**src/design/stxe_pkg.sv**
```systemverilog
// Shared constants and carriers for the skip, table-read and exclusive-or execute unit.
// Assumes a host core that decodes opcodes into the operation codes below.
package stxe_pkg;
  localparam int unsigned DATA_W = 8;
  localparam int unsigned PAGE_W = 8;
  localparam int unsigned PC_W = 12;
  localparam int unsigned PROG_W = 15;
  localparam int unsigned HIGH_W = PROG_W - DATA_W;
  localparam int unsigned BIT_SEL_W = 3;
  localparam logic [DATA_W-1:0] WORK_RST = 8'h00;
  localparam logic [HIGH_W-1:0] HIGH_RST = 7'h00;
  localparam logic [PC_W-PAGE_W-1:0] LAST_PAGE = 4'hf;
  localparam int unsigned SKIP_CYCLES = 2;
  localparam int unsigned NOSKIP_CYCLES = 1;

  typedef enum logic [3:0] {
    STXE_OP_NONE,
    STXE_OP_NIBBLE_EXCHANGE_TO_WORK,
    STXE_OP_SKIP_WHEN_NULL,
    STXE_OP_MOVE_SKIP_WHEN_NULL,
    STXE_OP_SKIP_BIT_NULL,
    STXE_OP_TABLE_READ_CURRENT_PAGE,
    STXE_OP_TABLE_READ_LAST_PAGE,
    STXE_OP_XOR_TO_WORK,
    STXE_OP_BITWISE_DIFFERENCE_TO_MEMORY,
    STXE_OP_XOR_IMMEDIATE
  } stxe_op_e;

  // One issued instruction with its operands
  typedef struct packed {
    stxe_op_e op;
    logic [DATA_W-1:0] mem_data;
    logic [DATA_W-1:0] imm;
    logic [BIT_SEL_W-1:0] bit_sel;
    logic [PC_W-1:0] pc;
  } stxe_issue_s;

  // Status flags; only zero is owned by this unit
  typedef struct packed {
    logic timeout;
    logic power_down;
    logic overflow;
    logic zero;
    logic aux_carry;
    logic carry;
  } stxe_flags_s;

  localparam stxe_flags_s FLAGS_RST = 6'h00;
endpackage

```
**src/design/stxe_exec.sv**
```systemverilog
// Execute unit for null-skip, table-read and exclusive-or instructions.
// Assumes one issue per machine cycle on CLK_I, memory operand already read,
// and a program memory that answers PROG_ADDR_O within the same cycle.
`timescale 1ns/1ps

module stxe_exec (
  input wire logic CLK_I,
  input wire logic RST_N_I,
  input wire logic CE_I,
  input wire logic ISSUE_VALID_I,
  input wire stxe_pkg::stxe_issue_s ISSUE_I,
  input wire logic [stxe_pkg::PAGE_W-1:0] TABLE_POINTER_I,
  input wire logic [stxe_pkg::PROG_W-1:0] PROG_DATA_I,
  output logic [stxe_pkg::PC_W-1:0] PROG_ADDR_O,
  output logic [stxe_pkg::DATA_W-1:0] WORK_O,
  output logic [stxe_pkg::HIGH_W-1:0] TABLE_HIGH_LATCH_O,
  output stxe_pkg::stxe_flags_s FLAGS_O,
  output logic MEM_WE_O,
  output logic [stxe_pkg::DATA_W-1:0] MEM_WDATA_O,
  output logic DISCARD_O,
  output logic BUSY_O
);

  function automatic logic is_null(input logic [stxe_pkg::DATA_W-1:0] v);
    is_null = (v == '0);
  endfunction

  function automatic logic is_table_read(input stxe_pkg::stxe_op_e op);
    is_table_read = (op == stxe_pkg::STXE_OP_TABLE_READ_CURRENT_PAGE)
                    || (op == stxe_pkg::STXE_OP_TABLE_READ_LAST_PAGE);
  endfunction

  logic [stxe_pkg::DATA_W-1:0] work_ff, nxt_work;
  logic [stxe_pkg::HIGH_W-1:0] high_ff, nxt_high;
  stxe_pkg::stxe_flags_s flags_ff, nxt_flags;
  logic mem_we_ff, nxt_mem_we;
  logic [stxe_pkg::DATA_W-1:0] mem_wdata_ff, nxt_mem_wdata;
  logic discard_ff, nxt_discard;
  logic fetch_ff, nxt_fetch;
  logic busy_ff, nxt_busy;
  logic [stxe_pkg::PC_W-1:0] prog_addr_ff, nxt_prog_addr;
  logic [stxe_pkg::DATA_W-1:0] xres;
  logic skip;
  logic issue_ok;

  // Issue during the dummy cycle is the discarded prefetch and is ignored;
  // issue during a table fetch is not taken either, so the core must hold it
  assign issue_ok = ISSUE_VALID_I && !discard_ff && !fetch_ff;

  // Address group. The address leaves through a flop, so the program word only
  // comes back in the following cycle: a table read costs a second, fetch cycle.
  always_comb begin
    nxt_prog_addr = prog_addr_ff;
    if (issue_ok && ISSUE_I.op == stxe_pkg::STXE_OP_TABLE_READ_CURRENT_PAGE) begin
      nxt_prog_addr = {ISSUE_I.pc[stxe_pkg::PC_W-1:stxe_pkg::PAGE_W],
                       TABLE_POINTER_I};
    end else if (issue_ok && ISSUE_I.op == stxe_pkg::STXE_OP_TABLE_READ_LAST_PAGE) begin
      nxt_prog_addr = {stxe_pkg::LAST_PAGE, TABLE_POINTER_I};
    end
  end

  always_ff @(posedge CLK_I) begin
    if (!RST_N_I) begin
      prog_addr_ff <= '0;
    end else if (CE_I) begin
      prog_addr_ff <= nxt_prog_addr;
    end
  end

  always_comb begin
    nxt_work = work_ff;
    nxt_high = high_ff;
    nxt_flags = flags_ff;
    nxt_mem_we = 1'b0;
    nxt_mem_wdata = mem_wdata_ff;
    skip = 1'b0;
    xres = work_ff ^ ISSUE_I.mem_data;
    // Fetch cycle: the word for the registered address is on PROG_DATA_I now
    if (fetch_ff) begin
      nxt_mem_we = 1'b1;
      nxt_mem_wdata = PROG_DATA_I[stxe_pkg::DATA_W-1:0];
      nxt_high = PROG_DATA_I[stxe_pkg::PROG_W-1:stxe_pkg::DATA_W];
    end
    if (issue_ok) begin
      unique case (ISSUE_I.op)
        stxe_pkg::STXE_OP_NIBBLE_EXCHANGE_TO_WORK:
          nxt_work = {ISSUE_I.mem_data[3:0], ISSUE_I.mem_data[7:4]};
        stxe_pkg::STXE_OP_SKIP_WHEN_NULL:
          skip = is_null(ISSUE_I.mem_data);
        stxe_pkg::STXE_OP_MOVE_SKIP_WHEN_NULL: begin
          nxt_work = ISSUE_I.mem_data;
          skip = is_null(ISSUE_I.mem_data);
        end
        stxe_pkg::STXE_OP_SKIP_BIT_NULL:
          skip = !ISSUE_I.mem_data[ISSUE_I.bit_sel];
        stxe_pkg::STXE_OP_TABLE_READ_CURRENT_PAGE,
        stxe_pkg::STXE_OP_TABLE_READ_LAST_PAGE:
          skip = 1'b0; // Address only; data moves in the fetch cycle
        stxe_pkg::STXE_OP_XOR_TO_WORK: begin
          nxt_work = xres;
          nxt_flags.zero = is_null(xres);
        end
        stxe_pkg::STXE_OP_BITWISE_DIFFERENCE_TO_MEMORY: begin
          nxt_mem_we = 1'b1;
          nxt_mem_wdata = xres;
          nxt_flags.zero = is_null(xres);
        end
        stxe_pkg::STXE_OP_XOR_IMMEDIATE: begin
          nxt_work = work_ff ^ ISSUE_I.imm;
          nxt_flags.zero = is_null(work_ff ^ ISSUE_I.imm);
        end
        default: skip = 1'b0;
      endcase
    end
  end

  always_ff @(posedge CLK_I) begin
    if (!RST_N_I) begin
      work_ff <= stxe_pkg::WORK_RST;
      high_ff <= stxe_pkg::HIGH_RST;
      flags_ff <= stxe_pkg::FLAGS_RST;
      mem_we_ff <= 1'b0;
      mem_wdata_ff <= '0;
    end else if (CE_I) begin
      work_ff <= nxt_work;
      high_ff <= nxt_high;
      flags_ff <= nxt_flags;
      mem_we_ff <= nxt_mem_we;
      mem_wdata_ff <= nxt_mem_wdata;
    end
  end

  // Sequencing group: dummy cycle after a taken skip, fetch cycle after a table read
  always_comb begin
    nxt_discard = 1'b0;
    nxt_fetch = 1'b0;
    if (issue_ok) begin
      nxt_discard = skip;
      nxt_fetch = is_table_read(ISSUE_I.op);
    end
    // Busy has its own flop so the output does not pass through a gate
    nxt_busy = nxt_discard || nxt_fetch;
  end

  always_ff @(posedge CLK_I) begin
    if (!RST_N_I) begin
      discard_ff <= 1'b0;
      fetch_ff <= 1'b0;
      busy_ff <= 1'b0;
    end else if (CE_I) begin
      discard_ff <= nxt_discard;
      fetch_ff <= nxt_fetch;
      busy_ff <= nxt_busy;
    end
  end

  // Every output is a flop; the price is the extra fetch cycle on table reads
  assign PROG_ADDR_O = prog_addr_ff;
  assign WORK_O = work_ff;
  assign TABLE_HIGH_LATCH_O = high_ff;
  assign FLAGS_O = flags_ff;
  assign MEM_WE_O = mem_we_ff;
  assign MEM_WDATA_O = mem_wdata_ff;
  assign DISCARD_O = discard_ff;
  assign BUSY_O = busy_ff;
endmodule // stxe_exec

```
**config.mk**
```make
export PLATFORM = sky130hd
export DESIGN_NAME = stxe_exec
export DESIGN_NICKNAME = d
export VERILOG_FILES = /design/src/design/stxe_pkg.sv /design/src/design/stxe_exec.sv
export SDC_FILE = /design/constraint.sdc
export NUM_CORES = 1
export LEC_CHECK = 0
export BUFFER_PORTS_ARGS = -buffer_cell sky130_fd_sc_hd__buf_4
export CORE_MARGIN = 3
export CORE_UTILIZATION = 46
export CTS_CLUSTER_DIAMETER = 150
export DETAILED_ROUTE_END_ITERATION = 12
export PLACE_DENSITY = 0.88
export SYNTH_ARGS = -nofsm -noshare
export SYNTH_HDL_FRONTEND = slang
export SYNTH_SLANG_ARGS = --single-unit
```
**constraint.sdc**
```tcl
create_clock -name CLK_I -period 1.9 [get_ports CLK_I]
set_input_delay 0 -clock CLK_I [delete_from_list [all_inputs] [get_ports CLK_I]]
set_output_delay 0 -clock CLK_I [all_outputs]
set_load 0.01 [all_outputs]
```
==> results.md <==
- Outcome: finished, final reports clean
- Reg-to-Reg Start: DISCARD_O$_SDFFE_PN0P_
- Chip height: around 75 um
- Clock slew seen by the registers of the worst setup and hold paths: roughly 0.070 ns
- Area growth syn-to-layout: 40.1%
- Most common cell in the synthesized netlist: dfxtp_1
- Inst Count DP: 390
- Total leakage power: about 0.0013 uW
- Final WS setup: approximately 0.19 ns
- Detailed-route wire length: between 6000 and 7000 um
- Number of distinct library cells after synthesis: 46
- Cells after synthesis: approximately 260
- Hold Startpoint: ISSUE_I[11]
- Antenna violation net count after detailed routing: 0
- Initial DRC Count: 167
- Total of endpoints with negative setup slack in the final report: 0
- Startpoint type of the worst setup path: register
- Number of buffers on the longest clock path: 2
- Gates resized, CTS repair: 0
- Sink count of the clock tree: 40
- First-pass iteration count of the detailed router: 5
- Number of antenna violations at the first check in global routing: 0
- Number of buffers inserted during clock tree synthesis: 5
- Cell Area, Synth: approximately 2200 um^2
- Final Hold Fails: 0
- Slew Limit Headroom: between 50% and 60%
- PortBufs: 92
- Worst min-delay path category: input port to register
- Required time reported for the critical path endpoint: approximately 2.1 ns
- Peak fanout along the critical path: 10
- Master cell of the clock root buffer: clkbuf_8
- RSZ-0062 raised after global routing: no
- Number of warnings printed during yosys synthesis: 0
- Vias per Instance: around 5.8
- Post-synthesis sequential element count: 40
- Min-Delay Endpoint: PROG_ADDR_O[11]$_SDFFE_PN0P_
- Die footprint: approximately 5700 um^2
- Power density over the cells: between 500 and 600 nW/um^2
- Placement Rows: 24
- Maximum number of pins on one net before global-route repair: 27
- Commonest register cell after synthesis: dfxtp_1
- Worst Path Arrival: approximately 1.9 ns
- Pins Over Slew Limit: 0
- Die W: ~75 um
- Top cell type's share of synthesized area: roughly 36%
- Share of layout cells above drive strength 1: about 29%
- Cell count of the worst hold path: 3
- Setup WS pre-CTS: between 0.2 and 0.25 ns
- Avg WL per Cell: 16.0 um
- Fin cells: around 400
- Reg2reg path depth: 4
- Nature of the critical path endpoint: register
- Post-synth EDFFs: 0
- Routed vias: roughly 2,400
- Initial Utilization: between 40% and 50%
- Peak Freq: a little under 600 MHz
- GPL Wtd Cong: 0.935
- Setup TNS: 0 ns
- Slew at the pin closest to its max-slew limit: 0.604 ns
- Yosys top cell by area: dfxtp_1
- Top cells by area, synth: dfxtp_1 (36%), mux2i_1 (5.9%), o21ai_0 (5.6%)
- Number of H-tree branching levels: 2
- Wire length of the first global-routing pass: 10,100 um
- Worst R2R Setup Slack: 0.19 ns
- Remaining routing DRC violations: 0
- Path type of the worst setup path: register to register
- R2R Path End: PROG_ADDR_O[0]$_SDFFE_PN0P_
- Count of maximum capacitance violations: 0
- Worst vdd rail ir drop: between 0.0003 and 0.0004 V
- HPWL after DPL: about 4700 um
- I/O pin count: between 100 and 150
- Clock tree from TritonCTS: built
- Latest clock arrival within the worst-skew pair: 0.29 ns
- Mean Syn Cell Area: 8.40 um^2
- Net total in the final layout: 422
- Global-route usage over all layers: between 20% and 30%
- Placeable core region: between 4000 and 5000 um^2
- Final period demand of the worst path: around 1.7 ns
- Worst setup skew after layout: ~0.0043 ns
- Share of flip-flops with an asynchronous set or reset: 0%
- Top cell types by occurrence after synthesis: dfxtp_1 (40), nand2_1 (27), o21ai_0 (25)
- Number of diodes added for antenna fixing: 0
- Proportion of synthesized chip area in sequential cells: between 30% and 40%
- Leftover overflow at the end of global routing: 0
- Vias in the first global route: between 2,000 and 2,500
- Period Utilization, post-route: between 80 and 90%
## layout by cell type, fill, tap and decap left out, types with 7 or more instances in the layout
cell	synthesis	routed
dfxtp_1	40	40
xor2_1	7	7
o21ai_0	25	25
nand2b_1	9	9
dlygate4sd3_1	0	15
a21oi_1	22	22
a221oi_1	9	9
nor2_1	11	11
inv_1	8	8
buf_4	5	93
nand3b_1	9	9
mux2i_1	13	13
nand2_1	27	27
xnor2_1	10	10
## logic make-up (layout without fill, tap and decap cells)
| group | after synthesis | count (layout) | synth area share [%] |
|---|---|---|---|
| simple gates | 81 | 81 | 21.5 |
| compound gates | 79 | 79 | 21.9 |
| flops | 40 | 40 | 36.1 |
| buf+inv | 32 | 124 | 6.77 |
| xor+xnor | 17 | 17 | 6.71 |
| mux | 14 | 14 | 6.88 |
| other cells | 1 | 5 | 0.169 |
## state kept, by name, summed over array words and instances, names as in the netlist
signal and count:
PROG_ADDR_O 12, MEM_WDATA_O 8, WORK_O 8, TABLE_HIGH_LATCH_O 7, BUSY_O 1, DISCARD_O 1
FLAGS_O 1, MEM_WE_O 1, fetch_ff 1
## how the worst max path moves through the flow
stage | start | endpoint | slack, ns | cells after the start
floorplan | WORK_O[7]$_SDFFE_PN0P_ | FLAGS_O[2]$_SDFFE_PN0P_ | 0.40 | 4
global placement | DISCARD_O$_SDFFE_PN0P_ | PROG_ADDR_O[2]$_SDFFE_PN0P_ | 0.29 | 4
detailed placement | DISCARD_O$_SDFFE_PN0P_ | PROG_ADDR_O[6]$_SDFFE_PN0P_ | 0.24 | 4
CTS | fetch_ff$_SDFFE_PN0P_ | PROG_ADDR_O[6]$_SDFFE_PN0P_ | 0.22 | 4
global route | fetch_ff$_SDFFE_PN0P_ | PROG_ADDR_O[4]$_SDFFE_PN0P_ | 0.12 | 4
finish | DISCARD_O$_SDFFE_PN0P_ | PROG_ADDR_O[0]$_SDFFE_PN0P_ | 0.19 | 4
## per-stage QoR
| step | hold WS [ns] | instance area [um^2] | util, % | power (uW) |
|---|---|---|---|---|
| detailed placement | 0.242 | 2880 | 63.9 | 1230 |
| global placement | 0.230 | 2880 | 63.9 | 1220 |
| floorplan | 0.136 | 2230 | - | 1070 |
| finish | 0.00642 | 3110 | 69.0 | 1770 |
| CTS | 0.00734 | 3110 | 69.0 | 1770 |
| global route | 0.0413 | 3110 | 69.0 | 1840 |
## layer usage
layer / up-vias / GRT usage (%) / routed length [um]
met5: - / 0 / 0
met2: 133 / 36.4 / 3250
met1: 1098 / 31.5 / 2690
met3: 10 / 3.17 / 549
met4: 0 / 7.18 / 104
li1: 1146 / - / -
## power by group
| group | leakage (uW) | total (uW) | switching, uW | internal (uW) |
|---|---|---|---|---|
| Sequential | 0.000323 | 870 | 14.9 | 856 |
| Clock | 0.0000410 | 528 | 279 | 250 |
| Combinational | 0.000972 | 369 | 178 | 191 |
| Total | 0.00134 | 1770 | 472 | 1300 |
## cell type report
cell class,instances,area [um^2]
Fill cell,364,1400
Multi-Input combinational cell,196,1280
Timing Repair Buffer,108,848
Sequential cell,40,801
Clock buffer,6,72.6
Tap cell,52,65.1
Inverter,9,33.8
Clock inverter,1,5.00
## worst max-delay path: stages, from the launching register on
cell	delay, ns
dfxtp_1	0.34
nand4bb_1	0.26
or3_1	0.66
mux2i_1	0.27
nor2_1	0.05
## repair_timing
item / CTS / global route
setup buffers: 0 / 0
endpoints found under the hold margin: 15 / 0
hold buffers: 15 / 0
(Power assumes the default switching activity.)
